[src/cms_pkg.sv]
/*
 * Constants for the 68-pin connector mode-select block: settling time,
 * device-number select choices, mode encoding.
 * Assumes a single 40 MHz core clock on both ends.
 */
package cms_pkg;
	localparam int CMS_CLK_HZ = 40000000;
	localparam int CMS_SETTLE_MS = 19;
	localparam int CMS_SETTLE_CYC = CMS_CLK_HZ / 1000 * CMS_SETTLE_MS;
	localparam int CMS_CNT_W = 20;
	localparam logic CMS_NEGATED_LOW = 1'h1;
	localparam logic CMS_USE_CSEL = 1'h1;
	localparam logic CMS_CS1_PIN_A = 1'h0;
	typedef enum logic [1:0] {
		CMS_SETTLING,
		CMS_ATA68,
		CMS_ALT,
		CMS_DISABLED
	} cms_mode_t;
endpackage : cms_pkg

[src/cms_if.sv]
/*
 * Connector wires between host and device ends. Active-low pins carry
 * the _n suffix. Assumes the testbench ties card detects to the device.
 */
`timescale 1ns/1ps
`default_nettype none
interface cms_if;
	logic selata_n;
	logic reset_n;
	logic cs0_n;
	logic cs1_a_n;
	logic cs1_b_n;
	logic csel;
	logic ms_n;
	logic dior_n;
	logic diow_n;
	logic [2:0] da;
	logic dmack_n;
	logic dmarq;
	logic iordy;
	logic cd1_n;
	logic cd2_n;
	logic [7:0] alt_addr;
	logic alt_we_n;
	modport host (
		output selata_n, reset_n, cs0_n, cs1_a_n, cs1_b_n, csel, ms_n,
		output dior_n, diow_n, da, dmack_n, alt_addr, alt_we_n,
		input dmarq, iordy, cd1_n, cd2_n
	);
	modport dev (
		input selata_n, reset_n, cs0_n, cs1_a_n, cs1_b_n, csel, ms_n,
		input dior_n, diow_n, da, dmack_n, alt_addr, alt_we_n,
		output dmarq, iordy, cd1_n, cd2_n
	);
endinterface : cms_if
`default_nettype wire

[src/cms_device.sv]
/*
 * Device end: waits out the settling time, latches the connector mode
 * once, gates chip selects and ATA reset, drives DMA/ready/card detect.
 * Assumes reset_i is power-on only; connector reset is a link input.
 */
`timescale 1ns/1ps
`default_nettype none
module cms_device
	import cms_pkg::*;
#(
	parameter int SETTLE_CYC = CMS_SETTLE_CYC,
	parameter bit USE_CSEL = CMS_USE_CSEL,
	parameter bit CS1_PIN_B = 1'b0,
	parameter bit HAS_DMA = 1'b1,
	parameter bit HAS_IORDY = 1'b1
) (
	input wire logic core_clk_i,
	input wire logic reset_i,
	cms_if.dev link,
	input wire logic dmarq_i,
	input wire logic iordy_i,
	output logic [1:0] mode_o,
	output logic ata_active_o,
	output logic ata_reset_o,
	output logic cs0_o,
	output logic cs1_o,
	output logic dev1_o,
	output logic dmack_o,
	output logic rd_o,
	output logic wr_o,
	output logic [2:0] addr_o
);
	cms_mode_t mode;
	cms_mode_t next_mode;
	logic settled;
	logic mode_locked;

	cms_settle #(.SETTLE_CYC(SETTLE_CYC)) u_settle (
		.core_clk_i(core_clk_i),
		.reset_i(reset_i),
		.done_o(settled)
	);

	wire act = (mode == CMS_ATA68);
	wire settling = (mode == CMS_SETTLING);
	// Missing pulls on an unpowered slot leave it floating; only a clean high reads as negated, anything else as asserted
	wire sel_asserted = (link.selata_n !== CMS_NEGATED_LOW);
	wire cs1_pin = CS1_PIN_B ? link.cs1_b_n : link.cs1_a_n;
	wire devnum = USE_CSEL ? link.csel : !link.ms_n;
	// Active-low reset here: an alternate-mode host drives it high, holding us
	wire rst_hold = !act || !link.reset_n;

	// Only 68-pin mode pins feed the decode; the alternate-only address
	// and write-enable pins have no path in at all
	wire next_cs0 = act && !link.cs0_n;
	wire next_cs1 = act && !cs1_pin;
	wire next_dev1 = act && devnum;
	wire next_dmack = act && HAS_DMA && !link.dmack_n;
	wire next_rd = act && !link.dior_n;
	wire next_wr = act && !link.diow_n;
	wire [2:0] next_addr = act ? link.da : 3'h0;
	wire next_dmarq = act && HAS_DMA && dmarq_i;
	wire next_iordy = !act || !HAS_IORDY || iordy_i;

	always_comb begin
		next_mode = mode;
		case (mode)
			CMS_SETTLING: begin
				if (settled && !mode_locked) begin
					next_mode = sel_asserted ? CMS_ATA68 : CMS_ALT;
				end
			end
			CMS_ATA68: begin
				if (!sel_asserted) begin
					next_mode = CMS_DISABLED;
				end
			end
			CMS_ALT: next_mode = CMS_ALT;
			CMS_DISABLED: next_mode = CMS_DISABLED;
			default: next_mode = CMS_DISABLED;
		endcase
	end

	// Sticky: only power-on reset clears it, never the link reset
	always_ff @(posedge core_clk_i) begin
		if (reset_i) begin
			mode_locked <= 1'b0;
		end else if (settling && settled) begin
			mode_locked <= 1'b1;
		end
	end

	always_ff @(posedge core_clk_i) begin
		if (reset_i) begin
			mode <= CMS_SETTLING;
		end else begin
			mode <= next_mode;
		end
	end

	// Every output but the card detects is registered, so nothing decodes before settling ends
	always_ff @(posedge core_clk_i) begin
		if (reset_i) begin
			mode_o <= 2'h0;
		end else begin
			mode_o <= 2'(mode);
		end
	end

	always_ff @(posedge core_clk_i) begin
		if (reset_i) begin
			ata_active_o <= 1'b0;
		end else begin
			ata_active_o <= act;
		end
	end

	always_ff @(posedge core_clk_i) begin
		if (reset_i) begin
			ata_reset_o <= 1'b1;
		end else begin
			ata_reset_o <= rst_hold;
		end
	end

	always_ff @(posedge core_clk_i) begin
		if (reset_i) begin
			cs0_o <= 1'b0;
		end else begin
			cs0_o <= next_cs0;
		end
	end

	always_ff @(posedge core_clk_i) begin
		if (reset_i) begin
			cs1_o <= 1'b0;
		end else begin
			cs1_o <= next_cs1;
		end
	end

	always_ff @(posedge core_clk_i) begin
		if (reset_i) begin
			dev1_o <= 1'b0;
		end else begin
			dev1_o <= next_dev1;
		end
	end

	always_ff @(posedge core_clk_i) begin
		if (reset_i) begin
			dmack_o <= 1'b0;
		end else begin
			dmack_o <= next_dmack;
		end
	end

	always_ff @(posedge core_clk_i) begin
		if (reset_i) begin
			rd_o <= 1'b0;
		end else begin
			rd_o <= next_rd;
		end
	end

	always_ff @(posedge core_clk_i) begin
		if (reset_i) begin
			wr_o <= 1'b0;
		end else begin
			wr_o <= next_wr;
		end
	end

	for (genvar g = 0; g < $bits(addr_o); g++) begin : g_addr
		always_ff @(posedge core_clk_i) begin
			if (reset_i) begin
				addr_o[g] <= 1'b0;
			end else begin
				addr_o[g] <= next_addr[g];
			end
		end
	end

	// Held quiet until the mode is known, so a settling device never asks
	always_ff @(posedge core_clk_i) begin
		if (reset_i) begin
			link.dmarq <= 1'b0;
		end else begin
			link.dmarq <= next_dmarq;
		end
	end

	always_ff @(posedge core_clk_i) begin
		if (reset_i) begin
			link.iordy <= 1'b1;
		end else begin
			link.iordy <= next_iordy;
		end
	end

	// Grounded even while held, so the host sees us from power-up
	assign link.cd1_n = 1'b0;
	assign link.cd2_n = 1'b0;
endmodule : cms_device
`default_nettype wire

[src/cms_settle.sv]
/*
 * Settling counter: raises done after the power-on count elapses and holds it high.
 * Assumes reset_i is the power-on reset only.
 */
`timescale 1ns/1ps
`default_nettype none
module cms_settle
	import cms_pkg::*;
#(
	parameter int SETTLE_CYC = CMS_SETTLE_CYC
) (
	input wire logic core_clk_i,
	input wire logic reset_i,
	output logic done_o
);
	logic [CMS_CNT_W-1:0] count;
	wire at_end = (count == CMS_CNT_W'(SETTLE_CYC - 1));
	always_ff @(posedge core_clk_i) begin
		if (reset_i) begin
			count <= '0;
			done_o <= 1'b0;
		end else if (!done_o) begin
			count <= count + 1'b1;
			done_o <= at_end;
		end
	end
endmodule : cms_settle
`default_nettype wire

[src/flat_wrapper.sv]
// flat-port wrapper written by rule: the top's interface ports become plain ports
module cms_device_flat import cms_pkg::*;
#(
	parameter int SETTLE_CYC = CMS_SETTLE_CYC,
	parameter bit USE_CSEL = CMS_USE_CSEL,
	parameter bit CS1_PIN_B = 1'b0,
	parameter bit HAS_DMA = 1'b1,
	parameter bit HAS_IORDY = 1'b1
)
  (core_clk_i, reset_i, dmarq_i, iordy_i, mode_o, ata_active_o, ata_reset_o, cs0_o, cs1_o, dev1_o, dmack_o, rd_o, wr_o, addr_o, link_selata_n, link_reset_n, link_cs0_n, link_cs1_a_n, link_cs1_b_n, link_csel, link_ms_n, link_dior_n, link_diow_n, link_da, link_dmack_n, link_alt_addr, link_alt_we_n, link_dmarq, link_iordy, link_cd1_n, link_cd2_n);
  cms_if link_i ();
  input wire logic core_clk_i;
  input wire logic reset_i;
  input wire logic dmarq_i;
  input wire logic iordy_i;
  output logic [1:0] mode_o;
  output logic ata_active_o;
  output logic ata_reset_o;
  output logic cs0_o;
  output logic cs1_o;
  output logic dev1_o;
  output logic dmack_o;
  output logic rd_o;
  output logic wr_o;
  output logic [2:0] addr_o;
  input wire logic [$bits(link_i.selata_n)-1:0] link_selata_n;
  input wire logic [$bits(link_i.reset_n)-1:0] link_reset_n;
  input wire logic [$bits(link_i.cs0_n)-1:0] link_cs0_n;
  input wire logic [$bits(link_i.cs1_a_n)-1:0] link_cs1_a_n;
  input wire logic [$bits(link_i.cs1_b_n)-1:0] link_cs1_b_n;
  input wire logic [$bits(link_i.csel)-1:0] link_csel;
  input wire logic [$bits(link_i.ms_n)-1:0] link_ms_n;
  input wire logic [$bits(link_i.dior_n)-1:0] link_dior_n;
  input wire logic [$bits(link_i.diow_n)-1:0] link_diow_n;
  input wire logic [$bits(link_i.da)-1:0] link_da;
  input wire logic [$bits(link_i.dmack_n)-1:0] link_dmack_n;
  input wire logic [$bits(link_i.alt_addr)-1:0] link_alt_addr;
  input wire logic [$bits(link_i.alt_we_n)-1:0] link_alt_we_n;
  output wire logic [$bits(link_i.dmarq)-1:0] link_dmarq;
  output wire logic [$bits(link_i.iordy)-1:0] link_iordy;
  output wire logic [$bits(link_i.cd1_n)-1:0] link_cd1_n;
  output wire logic [$bits(link_i.cd2_n)-1:0] link_cd2_n;
  assign link_i.selata_n = link_selata_n;
  assign link_i.reset_n = link_reset_n;
  assign link_i.cs0_n = link_cs0_n;
  assign link_i.cs1_a_n = link_cs1_a_n;
  assign link_i.cs1_b_n = link_cs1_b_n;
  assign link_i.csel = link_csel;
  assign link_i.ms_n = link_ms_n;
  assign link_i.dior_n = link_dior_n;
  assign link_i.diow_n = link_diow_n;
  assign link_i.da = link_da;
  assign link_i.dmack_n = link_dmack_n;
  assign link_i.alt_addr = link_alt_addr;
  assign link_i.alt_we_n = link_alt_we_n;
  assign link_dmarq = link_i.dmarq;
  assign link_iordy = link_i.iordy;
  assign link_cd1_n = link_i.cd1_n;
  assign link_cd2_n = link_i.cd2_n;
  cms_device #(.SETTLE_CYC(SETTLE_CYC), .USE_CSEL(USE_CSEL), .CS1_PIN_B(CS1_PIN_B), .HAS_DMA(HAS_DMA), .HAS_IORDY(HAS_IORDY)) u_core (.core_clk_i(core_clk_i), .reset_i(reset_i), .link(link_i), .dmarq_i(dmarq_i), .iordy_i(iordy_i), .mode_o(mode_o), .ata_active_o(ata_active_o), .ata_reset_o(ata_reset_o), .cs0_o(cs0_o), .cs1_o(cs1_o), .dev1_o(dev1_o), .dmack_o(dmack_o), .rd_o(rd_o), .wr_o(wr_o), .addr_o(addr_o));
endmodule
[config.mk]
export PLATFORM = sky130hd
export DESIGN_NAME = cms_device_flat
export DESIGN_NICKNAME = d
export VERILOG_FILES = /design/src/cms_pkg.sv /design/src/cms_if.sv /design/src/cms_device.sv /design/src/cms_settle.sv /design/src/flat_wrapper.sv
export SDC_FILE = /design/constraint.sdc
export NUM_CORES = 1
export LEC_CHECK = 0
export ABC_AREA = 1
export BUFFER_PORTS_ARGS = -buffer_cell sky130_fd_sc_hd__buf_2
export CORE_MARGIN = 2
export CORE_UTILIZATION = 50
export CTS_CLUSTER_DIAMETER = 100
export DETAILED_ROUTE_END_ITERATION = 10
export GPL_TIMING_DRIVEN = 1
export PLACE_DENSITY = 0.76
export RECOVER_POWER = 100
export SYNTH_ARGS = -nofsm -noshare
export SYNTH_HDL_FRONTEND = slang
export SYNTH_SLANG_ARGS = --single-unit
[constraint.sdc]
create_clock -name core_clk_i -period 3.4 [get_ports core_clk_i]
set_input_delay 1.02 -clock core_clk_i [delete_from_list [all_inputs] [get_ports core_clk_i]]
set_output_delay 1.02 -clock core_clk_i [all_outputs]
set_load 0.02 [all_outputs]
### Word level (Yosys, flattened, before mapping)

Index checks and enable logic that the tools add are counted.
Widths: inputs -> output; s select.

* register bits after elaboration: 39
* output and inout bits: 17
* logic and storage cells: 54

* $add $sub $neg: 1
* eq/ne operators: 7
* multiplexer cells: 5
* bitwise operators: 1
* reductions and logical operators: 22

Operator list (count)
* $add 20x1->20 const B: 1
* $eq 20x20->1 const B: 1
* $logic_and 1x1->1: 9
* $logic_not 1->1: 8
* $pmux 2 s4: 1
* $mux 2: 3
* $eq 2x2->1 const B: 2
* $ne 2x2->1 const B: 2
* $eq 2x1->1 const B: 1
* $logic_not 2->1: 1
* $logic_or 1x1->1: 2
* $reduce_and 2->1: 1
* $reduce_or 2->1: 1
* $mux 1: 1
* $nex 1x1->1 const B: 1
* $not 1->1: 1

### Depth between registers and ports, before layout

Gate-level depths: netlist of the first run.

* word-level depth: 4
* gate-level depth with buffers: 8
* depth with buffers taken out: 8

### Modules after synthesis

A second synthesis of the first run with hierarchy kept.

* cells, all modules: 234
* area, all modules: 1717.9 µm²

By module, submodules not included
* cms_settle: instances 1, cells each 173, area an instance 1174.9 µm², seq. area each 420.4 µm²
* cms_device: instances 1, cells each 61, area an instance 543.0 µm², seq. area each 360.3 µm²

### Worst setup path before layout of the first run

Ideal clock, no wire load.

* path type: input port to flip-flop
* start point: in reset_i
* end point: reg u_core.link.iordy
* library setup time: 0.120 ns
* arrival time: 1.633 ns
* required time: 3.280 ns
* slack: 1.647 ns
* cell stages on the path: 6
* cells stage by stage: buf_4 nor2_4 inv_2 nor2_4 inv_1 or2_1

RTL lines
* start, declared: RTL line flat_wrapper.sv:13 `input wire logic reset_i;`
* end signal, assigned: RTL line cms_device.sv:197 `link.iordy <= next_iordy;`
* end, declared: RTL line cms_if.sv:33 `output dmarq, iordy, cd1_n, cd2_n`

==> impl_metrics.tcl, run 1 <==
set metrics [dict create \
    run_status "finished, final reports clean" \
    fin_crit_sh_pct 57.90 \
    cpPeakStageDelay_ns 0.54 \
    adder_and_majority_gate_portion_of_the_synthesized_area_pct 0.7440 \
    synth.most_common_cell "sky130_fd_sc_hd__nor2_1" \
    cts_root_buf "sky130_fd_sc_hd__clkbuf_4" \
    place.port_buffers 29 \
    worstPathCellList "clkbuf_1, clkinv_1, o21ai_0, a21oi_1" \
    ir_worst_vdd_mv 0.2668 \
    wl_per_cell_um 9.881 \
    routed_vias_inst 4.623 \
    grt_start_max_net_pins 20 \
    numClockSinks 39 \
    hold_violations 0 \
    dr_iter_0_viols 29 \
    synth_seq_cells 39 \
    slew_headroom_pct 65.64 \
    dp.cells 302 \
    layout-drive-gt1-share_pct 12.12 \
    filler_cell_count 328 \
    clock_path_buffers 2 \
    postCtsSetupRepairBufs 0 \
    synth_enable_flop_cells 0 \
    clkLatencyLatePin_ns 0.35 \
    global_route.usage.met2_pct 31.25 \
    number_of_antenna_violations_at_the_first_check_in_global_routing 0 \
    worstSetupEndpointType "flop" \
    internal_power_consumption_uw 573.4 \
    maxClockFrequency_mhz 507.9 \
    share_of_flip_flops_with_an_asynchronous_set_or_reset_after_synthesis_pct 0 \
    grt_most_used_layer "met2" \
    floorplan.rows 21 \
    synth.area.mux_share_pct 0 \
    tightest_slew_ns 0.5122 \
    core_area_um2 3284 \
    design.die.area_um2 3843 \
    switching_share_pct 22.95 \
    worstHoldPathType "reg -> reg" \
    synth_simple_gate_area_share_pct 33.04 \
    rsz0062_at_grt "no" \
    worst_setup_path_start_kind "primary input" \
    synthDistinctLibCells 27 \
    totalWireLength_um 3063 \
    initial_utilization_pct 51.20 \
    ys_dominant_reg_cell "sky130_fd_sc_hd__dfxtp_1" \
    detailed_place.area_um2 1833 \
    report.final.slew_viol_count 0 \
    total_negative_slack_ns 0 \
    synth_top_cells_by_count "sky130_fd_sc_hd__nor2_1, sky130_fd_sc_hd__nand2_1, sky130_fd_sc_hd__dfxtp_1" \
    die-height_um 62.00 \
    cellPowerDensity_nw_per_um2 398.1 \
    grt_util_met1_pct 21.72 \
    combinationalPowerShare_pct 3.6 \
    drt_pre_antenna_iters 4 \
    critPathBufInv 2 \
    clockPowerShare_pct 34.3 \
    cts-buffers-inserted 5 \
    grt_pass1_wl_um 5299 \
    die_width_um 62.00 \
    h_tree_depth_reported_by_cts 2 \
    setup-violations-final 0 \
    yosys_warnings 0 \
    met3_usage_pct 6.625 \
    final_period_minus_worst_setup_slack_ns 1.969 \
    crit_path_max_fanout 19 \
    dp_hpwl_um 2301 \
    worst_ep_arrival_time_ns 2.20 \
    synthXorXnorAreaFrac_pct 0 \
    post_cts_hold_buffer_count 0 \
    netlist_instances 233 \
    critical-path-slowest-cell "sky130_fd_sc_hd__clkinv_1" \
    grtUsageTotal_pct 18.87 \
    grt_overflow_total 0 \
    place_congestion 0.8321 \
    net-switching-power_uw 170.8 \
    synthesis.area_per_instance_um2 7.217 \
    timing.clock.skew_ns 0.01078 \
    synth.top_cell.area_share_pct 46.43 \
    design.portCount 43 \
    synth_compound_area_share_pct 8.408 \
    synth_top_family_by_area "simple AND/OR/NAND/NOR gates" \
    number_of_global_route_vias_before_repair 1342 \
    postRouteAntennaNets 0 \
    synth.area.top_cells "sky130_fd_sc_hd__dfxtp_1, sky130_fd_sc_hd__nor2_1, sky130_fd_sc_hd__nand2_1" \
    cp_top_family "buffers and inverters" \
    netlist.top_cell.by_area "sky130_fd_sc_hd__dfxtp_1" \
    synth_area_um2 1682 \
    synth_seq_area_share_pct 46.43 \
    drc_errors 0 \
    fin_area_um2 1869 \
    finish.net_count 290 \
    max_cap_check_violation_count 0 \
    r2r_setup_slk_ns 2.04 \
    postCtsResizedCells 0 \
    timing_worst_setup_path_type "in -> reg" \
    worst_setup_hold_path_clk_slew_ns 0.11 \
    power.leakage_nw 0.7634 \
    sequentialPowerShare_pct 62.1 \
    antenna_diode_count 0 \
    required_ns 3.63 \
    vias 1433 \
    cts_tree "yes" \
    areaGrowthSynthToFinish_pct 11.16 \
    finish.cell_count_without_fillers 310 \
]
-- placed cells by master, fill, tap and decap left out, types with 2 or more instances in the layout --
cell	count
sky130_fd_sc_hd__nor2_4	4
sky130_fd_sc_hd__nand2_1	44
sky130_fd_sc_hd__a21oi_1	15
sky130_fd_sc_hd__nor2_1	50
sky130_fd_sc_hd__nand4_1	2
sky130_fd_sc_hd__nor2_2	4
sky130_fd_sc_hd__dfxtp_1	39
sky130_fd_sc_hd__nor3_1	2
sky130_fd_sc_hd__o21ai_0	7
sky130_fd_sc_hd__nand3_1	14
sky130_fd_sc_hd__buf_2	13
sky130_fd_sc_hd__clkbuf_4	5
sky130_fd_sc_hd__conb_1	2
sky130_fd_sc_hd__inv_1	33
sky130_fd_sc_hd__clkbuf_1	17
-- cell families after synthesis --
group                    count (synthesis)
flip-flops                              39
adder cells (fa/ha/maj)                  1
buffers and inverters                   42
AND/OR/NAND/NOR                        124
other                                    1
AO/OA/AOI/OAI                           26
-- stage by stage --
step	hold slack, ns	total power, mW	setup WS (ns)	utilization [%]
2_1_floorplan	0.4352	0.4909	1.647	-
3_3_place_gp	0.4468	0.4983	1.273	55.81
3_5_place_dp	0.4552	0.4996	1.279	55.81
4_1_cts	0.4727	0.7484	1.538	57.75
5_1_grt	0.4940	0.7725	1.248	56.91
6_report	0.4689	0.7442	1.431	56.91
-- final timing paths --
kind | depth (start not counted) | start | to
worst min-delay path | 2 | u_core.mode_locked | u_core.mode_locked
worst min register to register | 2 | u_core.mode_locked | u_core.mode_locked
worst max-delay path | 4 | reset_i | u_core.u_settle.count[0]
worst max register to register | 6 | u_core.u_settle.count[1] | u_core.u_settle.count[6]
-- sequential cells by signal (all words and copies together) (netlist names) --
| signal | cells |
|---|---|
| u_core.link.dmarq | 1 |
| u_core.ata_reset_o | 1 |
| u_core.mode_locked | 1 |
| u_core.cs1_o | 1 |
| u_core.addr_o | 3 |
| u_core.rd_o | 1 |
| u_core.dmack_o | 1 |
| u_core.ata_active_o | 1 |
| u_core.cs0_o | 1 |
| u_core.mode_o | 2 |
| u_core.u_settle.done_o | 1 |
| u_core.mode | 2 |
| u_core.wr_o | 1 |
| u_core.u_settle.count | 20 |
| u_core.link.iordy | 1 |
| u_core.dev1_o | 1 |
-- cell type report --
class / instances / area [um^2] / area share, %
clock buffers: 7 / 55.05 / 2.945
flip-flops and latches: 39 / 780.7 / 41.77
multi-input cells: 153 / 709.4 / 37.95
well taps: 46 / 57.56 / 3.079
clock inverters: 1 / 8.758 / 0.4685
repair buffers: 29 / 125.1 / 6.693
inverters: 35 / 132.6 / 7.095
-- worst register-to-register path, stage by stage (launching register included) --
cell and delay, ns:
sky130_fd_sc_hd__dfxtp_1 0.38, sky130_fd_sc_hd__ha_1 0.17, sky130_fd_sc_hd__nand2_1 0.13, sky130_fd_sc_hd__nor2_1 0.19, sky130_fd_sc_hd__inv_1 0.08, sky130_fd_sc_hd__o31ai_1 0.24
sky130_fd_sc_hd__nor2_1 0.06
-- layer usage --
metal,up-vias,part of all wire [%]
met5,-,0
met4,0,1.5
met3,5,4.2
met2,24,48
met1,632,46
li1,772,-
-- power groups by stage --
stage / registers, mW / logic, mW / clock network (mW)
after floorplan: 0.472 / 0.0190 / 0
after global placement: 0.472 / 0.0261 / 0
after detailed placement: 0.472 / 0.0272 / 0
after CTS: 0.462 / 0.0274 / 0.259
after global routing: 0.463 / 0.0319 / 0.278
final: 0.462 / 0.0270 / 0.255
No activity file was read; power rests on OpenSTA's default activity.
==> inputs of run 2 (changes only) <==
ABC_AREA = 0   (was 1)
CORE_UTILIZATION = 45   (was 50)
PLACE_DENSITY = 0.73   (was 0.76)
clock period = 1.8 ns   (was 3.4 ns; I/O delays follow)
==> impl_metrics.tcl, run 2 <==
set metrics [dict create \
    mostFrequentLayoutCells "sky130_fd_sc_hd__dfxtp_1, sky130_fd_sc_hd__nor2_1, sky130_fd_sc_hd__clkbuf_1" \
    netlist.top_cell.by_area "sky130_fd_sc_hd__dfxtp_1" \
    timing.clock.skew_ns 0.01174 \
    drt_pre_antenna_iters 4 \
    registers.top_by_ff_count "u_core.u_settle.count" \
    cts_root_buf "sky130_fd_sc_hd__clkbuf_4" \
    finish.cell_count_without_fillers 250 \
    grtUsageTotal_pct 16.55 \
    timing_worst_setup_path_type "reg -> reg" \
    floorplan.rows 20 \
    timing.hold.ws_ns 0.3484 \
    required_ns 2.08 \
    routed_vias_inst 4.852 \
    layout_commonest_cell "sky130_fd_sc_hd__dfxtp_1" \
    synth.top_cell.area_share_pct 52.09 \
    drc_errors 0 \
    synth_enable_flop_cells 0 \
    h_tree_depth_reported_by_cts 2 \
    dr_iter_0_viols 19 \
    synth.area.top_cells "sky130_fd_sc_hd__dfxtp_1, sky130_fd_sc_hd__xnor2_1, sky130_fd_sc_hd__nor2_1" \
    worst_setup_hold_path_clk_slew_ns 0.12 \
    synth_seq_cells 39 \
    synth_top_cells_by_count "sky130_fd_sc_hd__dfxtp_1, sky130_fd_sc_hd__nor2_1, sky130_fd_sc_hd__xnor2_1" \
    antenna_diode_count 0 \
    r2r_setup_slk_ns 0.06 \
    crit_path_max_fanout 7 \
    cellPowerDensity_nw_per_um2 814.4 \
    worstPathCellList "nand4_1, or4_4, or3_2, a21oi_2" \
    areaGrowthSynthToFinish_pct 22.70 \
    dp_hpwl_um 2232 \
    fin_crit_sh_pct 96.39 \
    number_of_antenna_violations_at_the_first_check_in_global_routing 0 \
    synth_seq_area_share_pct 52.09 \
    synthesis.area_per_instance_um2 9.427 \
    grt_most_used_layer "met2" \
    vias 1213 \
    wl_per_cell_um 11.79 \
    dp.cells 240 \
    worst_setup_path_start_kind "flop" \
    design.portCount 43 \
    layout-drive-gt1-share_pct 24.27 \
    synthDistinctLibCells 34 \
    run_status "finished, final reports clean" \
    detailed_place.area_um2 1755 \
    critical_path.endpoint "u_core.u_settle.count[16]" \
    met3_usage_pct 3.106 \
    ys_dominant_reg_cell "sky130_fd_sc_hd__dfxtp_1" \
    share_of_flip_flops_with_an_asynchronous_set_or_reset_after_synthesis_pct 0 \
    regToRegEndpoint "u_core.u_settle.count[16]" \
    rsz0062_at_grt "no" \
    grt_pass1_wl_um 4623 \
    place_congestion 0.7885 \
    number_of_global_route_vias_before_repair 1135 \
    design.die.area_um2 3809 \
    core_area_um2 3103 \
    critical_path.startpoint "u_core.u_settle.count[14]" \
    ir_worst_vdd_mv 0.5584 \
    worstHoldPathType "in -> reg" \
    clock_path_buffers 2 \
    fin_area_um2 1839 \
    r2r_cells 4 \
    clkLatencyLatePin_ns 0.34 \
    final_period_minus_worst_setup_slack_ns 1.735 \
    synth_area_um2 1499 \
    critical-path-slowest-cell "sky130_fd_sc_hd__or4_4" \
    die-height_um 61.72 \
    finish.net_count 232 \
    cts-buffers-inserted 5 \
    power.leakage_nw 0.6920 \
    netlist_instances 159 \
    yosys_warnings 0 \
    worstReg2RegStart "u_core.u_settle.count[14]" \
    place.port_buffers 29 \
    synth.most_common_cell "sky130_fd_sc_hd__dfxtp_1" \
    max_cap_check_violation_count 0 \
    postRouteAntennaNets 0 \
    grt_util_met1_pct 20.08 \
    maxClockFrequency_mhz 576.4 \
    global_route.usage.met2_pct 27.97 \
    worst_ep_arrival_time_ns 2.01 \
    initial_utilization_pct 48.31 \
    grt_start_max_net_pins 26 \
    worstSetupEndpointType "flop" \
    cts_tree "yes" \
    numClockSinks 39 \
    setup-violations-final 0 \
    hold_violations 0 \
    die_width_um 61.72 \
    report.final.slew_viol_count 0 \
    worst_hold_path.num_cells 2 \
    biggestRegsByFlops "u_core.u_settle.count x20, u_core.addr_o x3" \
    post_cts_hold_buffer_count 0 \
    grt_overflow_total 0 \
    cpPeakStageDelay_ns 0.60 \
    largest_register_ff_count 20 \
    totalWireLength_um 2948 \
]
run 2: critical path, delay by kind of cell (launching register included):
| kind | cells | cell delay [ns] |
|---|---|---|
| AOI/OAI and AO/OA | 1 | 0.13 |
| and+or+nand+nor | 3 | 1.18 |
| DFF | 1 | 0.36 |
run 2: worst min-delay path by stage:
| stage | startpoint | to |
|---|---|---|
| 5_1_grt | link_diow_n | u_core.wr_o |
| 3_3_place_gp | u_core.mode_locked | u_core.mode_locked |
| 2_1_floorplan | u_core.mode_locked | u_core.mode_locked |
| 4_1_cts | link_cs1_a_n | u_core.cs1_o |
| 3_5_place_dp | u_core.mode_locked | u_core.mode_locked |
| 6_report | link_cs1_a_n | u_core.cs1_o |
run 2: cell families (layout without fill, tap and decap cells):
group	Yosys count	after routing	share of synthesized area, %
xor gates and xnor gates	13	13	7.596
other	1	2	0.2502
adders and majority gates	1	1	0.8346
muxes	1	1	0.6678
and+or+nand+nor	75	75	27.38
buffers and inverters	13	59	5.426
AOI/OAI and AO/OA	16	16	5.760
DFF	39	39	52.09
run 2: where the power goes:
part	leakage, nW	switching [mW]	total (mW)	internal [mW]
registers	0.318	0.00915	0.879	0.870
clock network	0.0452	0.283	0.576	0.292
logic	0.329	0.0235	0.0436	0.0201
total	0.692	0.316	1.50	1.18
run 2: final cells by class:
class / count / area (um^2)
Tap cell: 44 / 55.05
Clock inverter: 3 / 43.79
Multi-Input combinational cell: 108 / 648.1
Clock buffer: 5 / 37.54
Sequential cell: 39 / 789.5
Fill cell: 301 / 1264
Timing Repair Buffer: 46 / 246.5
Inverter: 5 / 18.77
run 2: metrics by stage:
stage | total power [mW] | setup slack (ns) | utilization, % | TNS, ns
final | 1.498 | 0.06500 | 59.27 | 0
after global routing | 1.554 | 0.01165 | 59.27 | 0
after CTS | 1.511 | 0.01369 | 59.35 | 0
after detailed placement | 0.9405 | -0.07009 | 56.57 | -0.07917
after global placement | 0.9384 | 0.01942 | 56.57 | 0
after floorplan | 0.9278 | 0.002627 | - | 0
run 2: routing by layer:
| metal | wire [um] | vias up |
|---|---|---|
| li1 | - | 628 |
| met5 | 0 | - |
| met4 | 60 | 0 |
| met2 | 1540 | 13 |
| met1 | 1309 | 565 |
| met3 | 37 | 7 |
run 2: timing repair:
item | in CTS | in global routing
gates resized for setup | 2 | 6
pin swaps | 1 | 3
setup buffers | 0 | 2
setup endpoints to repair | 2 | 3
